$ cat config.mk
export PLATFORM = sky130hd
export DESIGN_NAME = cwg_top
export DESIGN_NICKNAME = d
export VERILOG_FILES = /design/src/design/cwg_pkg.sv /design/src/design/cwg_channel.sv /design/src/design/cwg_top.sv
export SDC_FILE = /design/constraint.sdc
export NUM_CORES = 1
export LEC_CHECK = 0
export BUFFER_PORTS_ARGS = -buffer_cell sky130_fd_sc_hd__buf_2
export CORE_ASPECT_RATIO = 0.9
export CORE_MARGIN = 10
export CORE_UTILIZATION = 66
export DETAILED_ROUTE_END_ITERATION = 6
export PLACE_DENSITY = 0.86
export SLEW_MARGIN = 10
export SYNTH_ARGS = -nofsm -noshare
export SYNTH_HDL_FRONTEND = slang
export SYNTH_SLANG_ARGS = --single-unit
$ cat constraint.sdc
create_clock -name clk -period 4.86 [get_ports clk]
set_clock_uncertainty 0.05 [all_clocks]
set_input_delay 0.729 -clock clk [delete_from_list [all_inputs] [get_ports clk]]
set_output_delay 0.729 -clock clk [all_outputs]
set_load 0.005 [all_outputs]
$ cat src/design/cwg_pkg.sv
// constants, register map and state types of the compare waveform generator
package cwg_pkg;
	localparam int CWG_CHANNELS = 8;
	localparam int CWG_TIMER_W = 16;
	localparam logic [7:0] CWG_ADDR_CTRL = 8'h00;
	localparam logic [7:0] CWG_ADDR_PERIOD = 8'h04;
	localparam logic [7:0] CWG_ADDR_FUNC_EN = 8'h08;
	localparam logic [7:0] CWG_ADDR_FUNC_SEL = 8'h0C;
	localparam logic [7:0] CWG_ADDR_IRQ = 8'h10;
	localparam logic [7:0] CWG_ADDR_COUNT = 8'h14;
	localparam logic [7:0] CWG_ADDR_OUTS = 8'h18;
	localparam logic [7:0] CWG_ADDR_CH_CTL = 8'h20;
	localparam logic [7:0] CWG_ADDR_CH_CMP = 8'h40;
	localparam logic [7:0] CWG_CH_BLOCK_MASK = 8'hE0;
	localparam int CWG_CTRL_RUN_POS = 0;
	localparam int CWG_CTRL_RST_POS = 1;
	localparam logic [2:0] CWG_RST_FREE = 3'h0;
	localparam logic [2:0] CWG_RST_CH0 = 3'h1;
	localparam logic [2:0] CWG_RST_PERIOD = 3'h4;
	localparam int CWG_CTL_MODE_POS = 0;
	localparam int CWG_CTL_DEFLVL_POS = 2;
	localparam int CWG_CTL_INV_POS = 3;
	localparam logic [1:0] CWG_MODE_SINGLE = 2'h0;
	localparam logic [1:0] CWG_MODE_PHASE = 2'h2;
	localparam logic [15:0] CWG_TIMER_ZERO = 16'h0000;
	localparam logic [15:0] CWG_TIMER_ONE = 16'h0001;
	localparam logic [31:0] CWG_RDATA_RESET = 32'h0000_0000;

	typedef enum logic [2:0] {
		CWG_WAVE_OFF = 3'b001,
		CWG_WAVE_SINGLE = 3'b010,
		CWG_WAVE_PHASE = 3'b100
	} cwg_wave_t;

	typedef struct packed {
		logic run;
		logic [2:0] rstSel;
		logic [15:0] period;
		logic [7:0] funcEn;
		logic [7:0] funcSel;
		logic [7:0] irqFlags;
		logic [15:0] count;
		logic rstPend;
		logic [7:0][3:0] chCtl;
		logic [7:0][15:0] cmp;
		logic [31:0] rdata;
	} cwg_regs_t;

	typedef struct packed {
		logic wave;
		logic pin;
	} cwg_chan_t;
endpackage : cwg_pkg

$ cat src/design/cwg_channel.sv
// one compare channel: match detection and waveform shaping
`timescale 1ns/1ps
module cwg_channel
	import cwg_pkg::*;
(
	input wire logic clk,
	input wire logic rst_b,
	input wire logic timerRun,
	input wire logic [cwg_pkg::CWG_TIMER_W-1:0] count,
	input wire logic [cwg_pkg::CWG_TIMER_W-1:0] compare,
	input wire logic enable,
	input wire logic waveSel,
	input wire logic blocked,
	input wire logic [1:0] mode,
	input wire logic defLevel,
	input wire logic invert,
	output logic matchHit,
	output logic outPin
);
	import cwg_pkg::*;

	cwg_chan_t state_reg;
	cwg_chan_t state_next;
	cwg_wave_t waveMode;
	logic active;

	////////////////////////////////////////////////////////////////
	// mode decode and match
	always_comb
	begin
		active = enable && waveSel && !blocked;
		if (!active)
			waveMode = CWG_WAVE_OFF;
		else if (mode == CWG_MODE_SINGLE)
			waveMode = CWG_WAVE_SINGLE;
		else if (mode == CWG_MODE_PHASE)
			waveMode = CWG_WAVE_PHASE;
		else
			waveMode = CWG_WAVE_OFF;
	end

	assign matchHit = active && timerRun && (count == compare);

	////////////////////////////////////////////////////////////////
	// waveform state
	always_comb
	begin
		state_next = state_reg;
		unique case (waveMode)
			CWG_WAVE_OFF:
			begin
				state_next.wave = defLevel;
			end
			CWG_WAVE_SINGLE:
			begin
				if (matchHit)
					state_next.wave = !defLevel;
				else if (timerRun && count == CWG_TIMER_ZERO)
					state_next.wave = defLevel;
			end
			CWG_WAVE_PHASE:
			begin
				if (matchHit)
					state_next.wave = !state_reg.wave;
			end
		endcase
		state_next.pin = state_next.wave ^ invert;
	end

	always_ff @(posedge clk or negedge rst_b)
	begin
		if (!rst_b)
			state_reg <= '0;
		else
			state_reg <= state_next;
	end

	assign outPin = state_reg.pin;
endmodule : cwg_channel

$ cat src/design/cwg_top.sv
// compare waveform generator: base timer, APB registers and eight channels
// Notes on behaviour
// - single-phase, no inversion: output goes high when timer equals compare
// - single-phase: output returns low when the timer reaches zero
// - free-running single-phase: period 65536, default m clocks, inverse rest
// - free-running whenever reset-select is neither the ch0-match value nor the period value
// - only ch0-match select bit set: timer clears after channel 0 match
// - only period select bit set: timer clears after period register match
// - match-reset single-phase: period n+2, default m, inverse n+2-m
// - writing function-enable to 1 starts the channel waveform
// - writing function-enable to 0 stops the channel waveform
// - channel irq flag set when timer equals that channel's compare value while the channel is active and the timer runs
// - phase-delayed: output toggles on each compare match
// - phase-delayed free-running: period 2 x 65536, equal halves
// - default-level bit gives starting level; zero means low
// - inversion bit drives the pin with the complement of the waveform
//
// The APB register port and the register addresses were left to the implementer.
`timescale 1ns/1ps
module cwg_top
	import cwg_pkg::*;
(
	input wire logic clk,
	input wire logic rst_b,
	input wire logic psel,
	input wire logic penable,
	input wire logic pwrite,
	input wire logic [7:0] paddr,
	input wire logic [31:0] pwdata,
	output logic [31:0] prdata,
	output logic pready,
	output logic pslverr,
	output logic [cwg_pkg::CWG_CHANNELS-1:0] compareOutputPin
);
	import cwg_pkg::*;

	cwg_regs_t regs_reg;
	cwg_regs_t regs_next;
	logic [CWG_CHANNELS-1:0] matchHit;
	logic setupRd;
	logic accessWr;
	logic ch0Reset;
	logic [7:0] wIrq;

	////////////////////////////////////////////////////////////////
	// address decode
	function automatic logic isMapped(input logic [7:0] addr);
		logic hit;
		hit = 1'b0;
		if (addr[1:0] == 2'h0)
		begin
			if (addr <= CWG_ADDR_OUTS)
				hit = 1'b1;
			else if ((addr & CWG_CH_BLOCK_MASK) == CWG_ADDR_CH_CTL)
				hit = 1'b1;
			else if ((addr & CWG_CH_BLOCK_MASK) == CWG_ADDR_CH_CMP)
				hit = 1'b1;
		end
		return hit;
	endfunction : isMapped

	function automatic logic [31:0] readWord(input cwg_regs_t r,
		input logic [7:0] addr, input logic [7:0] pins);
		logic [31:0] d;
		logic [2:0] idx;
		d = 32'h0000_0000;
		idx = addr[4:2];
		if ((addr & CWG_CH_BLOCK_MASK) == CWG_ADDR_CH_CTL)
			d[3:0] = r.chCtl[idx];
		else if ((addr & CWG_CH_BLOCK_MASK) == CWG_ADDR_CH_CMP)
			d[15:0] = r.cmp[idx];
		else
		begin
			unique case (addr)
				CWG_ADDR_CTRL: d[3:0] = {r.rstSel, r.run};
				CWG_ADDR_PERIOD: d[15:0] = r.period;
				CWG_ADDR_FUNC_EN: d[7:0] = r.funcEn;
				CWG_ADDR_FUNC_SEL: d[7:0] = r.funcSel;
				CWG_ADDR_IRQ: d[7:0] = r.irqFlags;
				CWG_ADDR_COUNT: d[15:0] = r.count;
				CWG_ADDR_OUTS: d[7:0] = pins;
				default: d = 32'h0000_0000;
			endcase
		end
		return d;
	endfunction : readWord

	assign setupRd = psel && !penable && !pwrite;
	assign accessWr = psel && penable && pwrite && isMapped(paddr);
	assign pready = 1'b1;
	assign pslverr = psel && penable && !isMapped(paddr);
	assign prdata = regs_reg.rdata;
	assign ch0Reset = (regs_reg.rstSel == CWG_RST_CH0);

	////////////////////////////////////////////////////////////////
	// registers, base timer and irq flags
	always_comb
	begin
		regs_next = regs_reg;
		wIrq = 8'h00;
		// misaligned or unmapped reads return zero, even inside a channel block
		if (setupRd)
			regs_next.rdata = isMapped(paddr)
				? readWord(regs_reg, paddr, compareOutputPin) : CWG_RDATA_RESET;
		if (accessWr)
		begin
			if ((paddr & CWG_CH_BLOCK_MASK) == CWG_ADDR_CH_CTL)
				regs_next.chCtl[paddr[4:2]] = pwdata[3:0];
			else if ((paddr & CWG_CH_BLOCK_MASK) == CWG_ADDR_CH_CMP)
				regs_next.cmp[paddr[4:2]] = pwdata[15:0];
			else
			begin
				unique case (paddr)
					CWG_ADDR_CTRL:
					begin
						regs_next.run = pwdata[CWG_CTRL_RUN_POS];
						regs_next.rstSel = pwdata[CWG_CTRL_RST_POS +: 3];
					end
					CWG_ADDR_PERIOD: regs_next.period = pwdata[15:0];
					CWG_ADDR_FUNC_EN: regs_next.funcEn = pwdata[7:0];
					CWG_ADDR_FUNC_SEL: regs_next.funcSel = pwdata[7:0];
					CWG_ADDR_IRQ: wIrq = pwdata[7:0];
					default: wIrq = 8'h00;
				endcase
			end
		end
		// write one clears; a match in the same cycle wins
		regs_next.irqFlags = (regs_reg.irqFlags & ~wIrq) | matchHit;
		regs_next.rstPend = 1'b0;
		if (regs_reg.run)
		begin
			if (regs_reg.rstPend)
				regs_next.count = CWG_TIMER_ZERO;
			else
				regs_next.count = regs_reg.count + CWG_TIMER_ONE;
			// clear lands two clocks after the match, giving an n+2 period
			if (!regs_reg.rstPend)
			begin
				if (ch0Reset && regs_reg.count == regs_reg.cmp[0])
					regs_next.rstPend = 1'b1;
				else if (regs_reg.rstSel == CWG_RST_PERIOD
					&& regs_reg.count == regs_reg.period)
					regs_next.rstPend = 1'b1;
			end
		end
	end

	always_ff @(posedge clk or negedge rst_b)
	begin
		if (!rst_b)
		begin
			regs_reg <= '0;
			regs_reg.rdata <= CWG_RDATA_RESET;
		end
		else
			regs_reg <= regs_next;
	end

	////////////////////////////////////////////////////////////////
	// channels
	for (genvar j = 0; j < CWG_CHANNELS; j++)
	begin : gChan
		cwg_channel uChan (
			.clk(clk),
			.rst_b(rst_b),
			.timerRun(regs_reg.run),
			.count(regs_reg.count),
			.compare(regs_reg.cmp[j]),
			.enable(regs_reg.funcEn[j]),
			.waveSel(!regs_reg.funcSel[j]),
			.blocked((j == 0) && ch0Reset),
			.mode(regs_reg.chCtl[j][CWG_CTL_MODE_POS +: 2]),
			.defLevel(regs_reg.chCtl[j][CWG_CTL_DEFLVL_POS]),
			.invert(regs_reg.chCtl[j][CWG_CTL_INV_POS]),
			.matchHit(matchHit[j]),
			.outPin(compareOutputPin[j])
		);
	end
endmodule : cwg_top

==> results of run 1 <==
[cell families after synthesis]
logic type | Yosys count | share of synthesized area
adder cells (fa/ha/maj) | 2 | 0.001776
AND/OR/NAND/NOR | 267 | 0.1037
multiplexers | 249 | 0.2306
buffers and inverters | 131 | 0.05293
flip-flops | 253 | 0.4494
XOR/XNOR | 163 | 0.1013
other | 2 | 0.0005331
AO/OA/AOI/OAI | 136 | 0.05977
[where the power goes]
part           internal [mW]  total, mW  switching, mW  leakage, nW
Clock                   1.34       2.23          0.889        0.472
Sequential              2.12       2.15         0.0321         3.52
Combinational         0.0937      0.285          0.191         3.26
[layer usage]
| layer | vias to the layer above | part of all wire | track usage |
|---|---|---|---|
| li1 | 4228 | - | - |
| met1 | 5131 | 0.39 | 0.3764 |
| met2 | 663 | 0.44 | 0.4335 |
| met3 | 121 | 0.13 | 0.08359 |
| met4 | 0 | 0.042 | 0.1216 |
| met5 | - | 0 | 0 |
[critical path, cell delays in order (launching register included)]
cell and delay (ns):
dfrtp_1 0.64, inv_1 0.25, ha_1 0.20, nor4b_1 0.23
nand4_1 0.72, o211ai_1 0.47, o211ai_1 0.15, mux2_2 0.33
xor2_1 0.15
[cell usage in the layout (no fill, tap or decap), types with 4 or more instances in the layout]
| cell | instances |
|---|---|
| nand2_1 | 82 |
| a21oi_1 | 16 |
| a211oi_1 | 4 |
| buf_4 | 8 |
| nor3_1 | 7 |
| o21ai_0 | 71 |
| nor4_1 | 21 |
| dfrtp_1 | 253 |
| nand4_1 | 23 |
| nor3b_1 | 6 |
| bufinv_16 | 4 |
| or3_1 | 5 |
| mux2_2 | 184 |
| a222oi_1 | 8 |
| nand3_1 | 29 |
| o22ai_1 | 4 |
| nand2b_1 | 25 |
| mux4_2 | 42 |
| o211ai_1 | 11 |
| xor2_1 | 67 |
| inv_1 | 13 |
| buf_2 | 51 |
| nor2b_1 | 4 |
| mux2i_1 | 23 |
| clkbuf_8 | 7 |
| clkbuf_16 | 27 |
| conb_1 | 17 |
| clkinv_2 | 4 |
| a32o_1 | 4 |
| nand3b_1 | 4 |
| xnor2_1 | 96 |
| nor2_1 | 36 |
[area by class of cell]
class | instances | area share
Multi-Input combinational cell | 834 | 0.4671
Clock buffer | 35 | 0.05127
Antenna cell | 1 | 0.0001654
Tap cell | 286 | 0.02365
Timing Repair Buffer | 61 | 0.02315
Clock inverter | 14 | 0.01298
Inverter | 13 | 0.003225
Sequential cell | 253 | 0.4184
[how the worst min path moves through the flow]
| stage | slack (ns) | to | from | cells past startpoint |
|---|---|---|---|---|
| 2_1_floorplan | 0.38 | gChan[0].uChan.outPin | rst_b | 0 |
| 3_3_place_gp | 0.41 | prdata[7] | prdata[7] | 2 |
| 3_5_place_dp | 0.42 | prdata[4] | prdata[4] | 2 |
| 4_1_cts | 0.27 | regs_reg[152] | rst_b | 1 |
| 5_1_grt | 0.30 | regs_reg[152] | rst_b | 1 |
| 6_report | 0.23 | regs_reg[152] | rst_b | 1 |
==> results.toml, run 1 <==
[outcome]
outcome = "finished clean"

[power_and_ir_drop]
p_leak_nw = 7.245
finalPower_mw = 4.671
power_density_nw_per_um2 = 308.7
ir_worst_vdd_mv = 0.2738

[clock_tree]
cts_hold_buf = 0
cts_inserted_buffers = 27
postCtsSetupBuffers = 0
cts_tree = "built"
clockRootBuffer = "clkbuf_16"
cts_buffer_depth = 3
htreeDepth = 1
clock-sinks = 253
insertion_delay_ns = 0.56
clkSlewWorstSetupHoldPaths_ns = 0.07
ctsResizeCount = 0

[worst_setup_path]
cp_data_required_time_ns = 5.24
timing.rr.start = "regs_reg[194]"
worstRegToRegCells = 8
rrSetupSlack_ns = 1.53
cp.arrival_ns = 3.70
path_class = "reg -> reg"
crit_start = "regs_reg[194]"
cp-endpoint = "gChan[3].uChan.outPin"
endpoint_kind = "flop"
cp_max_fo = 13
timing.rr.end = "gChan[3].uChan.outPin"
setup.worst_path.start_class = "flop"

[synth]
postSynth.asyncResetShare = 1.000
synth_area_leader_cell = "dfrtp_1"
synth_seq_cells = 253
yosysMostFrequentCell = "dfrtp_1"
synth_edf_count = 0
synth_top_area_frac = 0.4494
avgSynthCellArea_sq_um = 11.71
synth_area_leaders = "dfrtp_1, mux2_2, mux4_2"
synthCells = 1203
ys.flop_type = "dfrtp_1"
ys_seq_area_frac = 0.4494
yosys_warnings = 0
ys_types = 59
synthTopCellsByCount = "dfrtp_1, mux2_2, xnor2_1"
synth_area_sq_um = 14090

[final_layout]
nets = 1237
fill_cells = 1418
multi_input_area_sq_um = 7068
syn2layout_area_growth_pct = 7.398
seq_area_sq_um = 6331
fin_area_sq_um = 15130
drive_gt1_frac = 0.2917
final_cells = 1497
final_util = 0.7241
largest_reg_flops = 221

[floorplanning]
die_h_um = 158.6
fp.dieW_um = 174.0
initial_core_util = 0.6743
io_pins = 87
core_sq_um = 20900
num_rows = 50
die_area_sq_um = 27600

[detailed_routing]
postRouteAntennaNets = 0
first_iter_violations = 1399
via_per_inst = 6.776
drt_wl_total_um = 39060
drc = 0
wl_per_cell_um = 26.09
first_pass_iters = 5
num_vias = 10140

[timing]
max-slew-margin-rel = 0.3198
fin_crit_sh = 0.6845
holdWs_ns = 0.2324
hold_viol_final = 0
tightest_slew_ns = 1.017
period_needed_ns = 3.327
setup_viol = 0
rsz0062_at_grt = "false"
fin_tns_setup_ns = 0
drv_slew = 0
max_freq_mhz = 300.6
timing.final.ws_setup_ns = 1.533

[placed_design]
placed_cells = 1447
place_congestion = 0.9745
dpl.hpwl_um = 27670
port_buffers = 53
post-place-ws_ns = 1.351
placed_cell_area_sq_um = 14160

[grt]
grt_pass1_wl_um = 60740
first_global_vias = 10150
grt_max_degree = 121
antenna_found_initial = 1
gr-total-overflow = 0
grtUsageTotal = 0.2849

[flow_run]
cap_violations = 0

[hold_path]
holdCritPathClass = "in -> async"
Power figures use the tool's default switching activity.
==> run 2, diff against run 1 <==
--- a/config.mk
+++ b/config.mk
@@ -5,12 +5,13 @@
 export SDC_FILE = /design/constraint.sdc
 export NUM_CORES = 1
 export LEC_CHECK = 0
+export ABC_AREA = 1
 export BUFFER_PORTS_ARGS = -buffer_cell sky130_fd_sc_hd__buf_2
 export CORE_ASPECT_RATIO = 0.9
 export CORE_MARGIN = 10
-export CORE_UTILIZATION = 66
+export CORE_UTILIZATION = 56
 export DETAILED_ROUTE_END_ITERATION = 6
-export PLACE_DENSITY = 0.86
+export PLACE_DENSITY = 0.77
 export SLEW_MARGIN = 10
 export SYNTH_ARGS = -nofsm -noshare
 export SYNTH_HDL_FRONTEND = slang
==> constraint.sdc (replaced) <==
create_clock -name clk -period 2.9 [get_ports clk]
set_clock_uncertainty 0.05 [all_clocks]
set_input_delay 0.435 -clock clk [delete_from_list [all_inputs] [get_ports clk]]
set_output_delay 0.435 -clock clk [all_outputs]
set_load 0.005 [all_outputs]
==> run 2 against run 1 <==
Sequential cell count is the same. Largest cell class unchanged. Worst setup slack worse by 1.2 ns. Worst hold slack gained 0.021 ns. Clock power increased by 64%. Global-route usage up 4.1 points. Synthesized cell count is 65% higher. Largest power group unchanged.
==> results.toml, run 2 <==
[hold_path]
holdCritStartpoint = "pwdata[10]"
worstHoldPathCells = 3
min_to = "regs_reg[122]"
holdCritPathClass = "in -> reg"

[placed_design]
port_buffers = 53
dpl.hpwl_um = 38960
place_congestion = 1.007
placed_cells = 2328

[clock_tree]
clkSlewWorstSetupHoldPaths_ns = 0.06
htreeDepth = 1
cts_hold_buf = 1
postCtsSetupBuffers = 0
cts_inserted_buffers = 27
cts_tree = "built"
cts_buffer_depth = 3
clock-sinks = 253
insertion_delay_ns = 0.55
ctsResizeCount = 0
clockRootBuffer = "clkbuf_16"

[synth]
synth_top_area_frac = 0.4372
ys_types = 44
synthTopCellsByCount = "nand2_1, dfrtp_1, inv_1"
synthCells = 1990
synth_area_sq_um = 14480
yosysMostFrequentCell = "nand2_1"
ys.flop_type = "dfrtp_1"
yosys_warnings = 0
postSynth.asyncResetShare = 1.000
synth_area_leader_cell = "dfrtp_1"
synth_area_leaders = "dfrtp_1, nand2_1, o21ai_1"
synth_seq_cells = 253
synth_edf_count = 0
avgSynthCellArea_sq_um = 7.277
ys_seq_area_frac = 0.4372

[floorplanning]
io_pins = 87
initial_core_util = 0.5718
num_rows = 55
fp.dieW_um = 189.5
core_sq_um = 25320
die_h_um = 172.6
die_area_sq_um = 32700

[worst_setup_path]
setup.worst_path.start_class = "flop"
path_cells = "inv_1 -> nand2_1 -> nand2_1 -> nor2_1 -> nand2_1 -> nor2_1 -> nand3_1 -> nand2_1 -> nand3_1 -> nand2_1 -> nand2_1 -> nand2_1"
timing.rr.start = "regs_reg[208]"
cp_data_required_time_ns = 3.33
critPathSlowestCell = "dfrtp_1"
rrSetupSlack_ns = 0.31
cp.arrival_ns = 3.02
cp_slowest_stage_delay_ns = 0.73
worst-path-buf-inv = 1
crit_family = "simple AND/OR/NAND/NOR gates"
cp_max_fo = 11
path_class = "reg -> reg"
worstRegToRegCells = 12
crit_top_cell = "nand2_1"
endpoint_kind = "flop"
timing.rr.end = "gChan[5].uChan.outPin"

[timing]
tightest_slew_ns = 0.9667
max_freq_mhz = 385.4
setup_viol = 0
period_needed_ns = 2.595
hold_viol_final = 0
max-slew-margin-rel = 0.3548
fin_crit_sh = 0.8947
fin_tns_setup_ns = 0
drv_slew = 0
rsz0062_at_grt = "false"

[detailed_routing]
wl_per_cell_um = 22.99
first_iter_violations = 2166
first_pass_iters = 6
via_per_inst = 6.008
drt_wl_total_um = 54660
drc = 0
num_vias = 14280
postRouteAntennaNets = 0

[flow_run]
cap_violations = 0

[grt]
grtUsageTotal = 0.3262
grt_max_degree = 92
grt_pass1_wl_um = 82290
antenna_found_initial = 3
gr-total-overflow = 0
first_global_vias = 13390

[final_layout]
syn2layout_area_growth_pct = 9.245
layout_commonest_cell = "nand2_1"
seq_area_sq_um = 6331
fill_cells = 2302
mostFrequentLayoutCells = "nand2_1, dfrtp_1, inv_1"
largest_reg_flops = 221
drive_gt1_frac = 0.09145
multi_input_area_sq_um = 6591
final_cells = 2377
nets = 2063

[power_and_ir_drop]
finalPower_mw = 7.745
pwr-share-comb = 0.067
p_clk_frac = 0.472
p_int_mw = 5.820
ir_worst_vdd_mv = 0.4601
p_leak_nw = 7.756
switchingPower_mw = 1.924
switching_share = 0.2485
power_density_nw_per_um2 = 489.5
power_frac_seq = 0.461

[outcome]
outcome = "finished clean"
==> run 2: worst max path at each step <==
stage / startpoint / end / cells past startpoint
after detailed placement: regs_reg[208] / gChan[3].uChan.outPin / 12
after floorplan: regs_reg[193] / gChan[0].uChan.outPin / 15
after global placement: regs_reg[208] / gChan[3].uChan.outPin / 12
final: regs_reg[208] / gChan[5].uChan.outPin / 12
after global routing: regs_reg[208] / gChan[3].uChan.outPin / 12
after CTS: regs_reg[208] / gChan[3].uChan.outPin / 12
==> run 2: power groups by stage <==
stage / logic [mW] / registers, mW / clock network [mW]
2_1_floorplan: 0.259 / 3.63 / 0
3_3_place_gp: 0.496 / 3.63 / 0
3_5_place_dp: 0.501 / 3.63 / 0
4_1_cts: 0.504 / 3.57 / 3.68
5_1_grt: 0.557 / 3.57 / 3.82
6_report: 0.521 / 3.57 / 3.66
==> run 2: tightest hold or removal path, cell delays in order <==
cell and delay [ns]:
buf_2 0.07, inv_1 0.14, o21ai_1 0.16
==> run 2: per-layer routing <==
layer	vias to the layer above	share of wire	GRT usage
met4	2	0.046	0.1312
met3	159	0.13	0.08387
met2	942	0.42	0.4636
met5	-	0.00016	0
met1	6747	0.41	0.4627
li1	6431	-	-
==> run 2: cell type report <==
cell class	instances	share of cell area
Antenna cell	1	0.0001582
Clock buffer	33	0.04603
Clock inverter	14	0.01178
Inverter	207	0.04911
Multi-Input combinational cell	1411	0.4166
Sequential cell	253	0.4002
Tap cell	342	0.02705
Timing Repair Buffer	116	0.04904
==> run 2: logic make-up after synthesis <==
logic type | Yosys count | synth area share
buf+inv | 341 | 0.1115
simple gates | 920 | 0.2612
flops | 253 | 0.4372
compound gates | 424 | 0.1588
xor+xnor | 48 | 0.02903
other cells | 2 | 0.0005186
fa+ha+maj | 2 | 0.001728
==> run 2: per-stage QoR <==
step	util	setup slack [ns]	area [sq um]	hold slack, ns
floorplan	-	0.8215	14540	0.08941
global placement	0.5881	0.4872	14890	0.4074
detailed placement	0.5881	0.4647	14890	0.4111
CTS	0.6246	0.4470	15820	0.2380
global route	0.6246	0.1767	15820	0.2748
finish	0.6247	0.3054	15820	0.2531
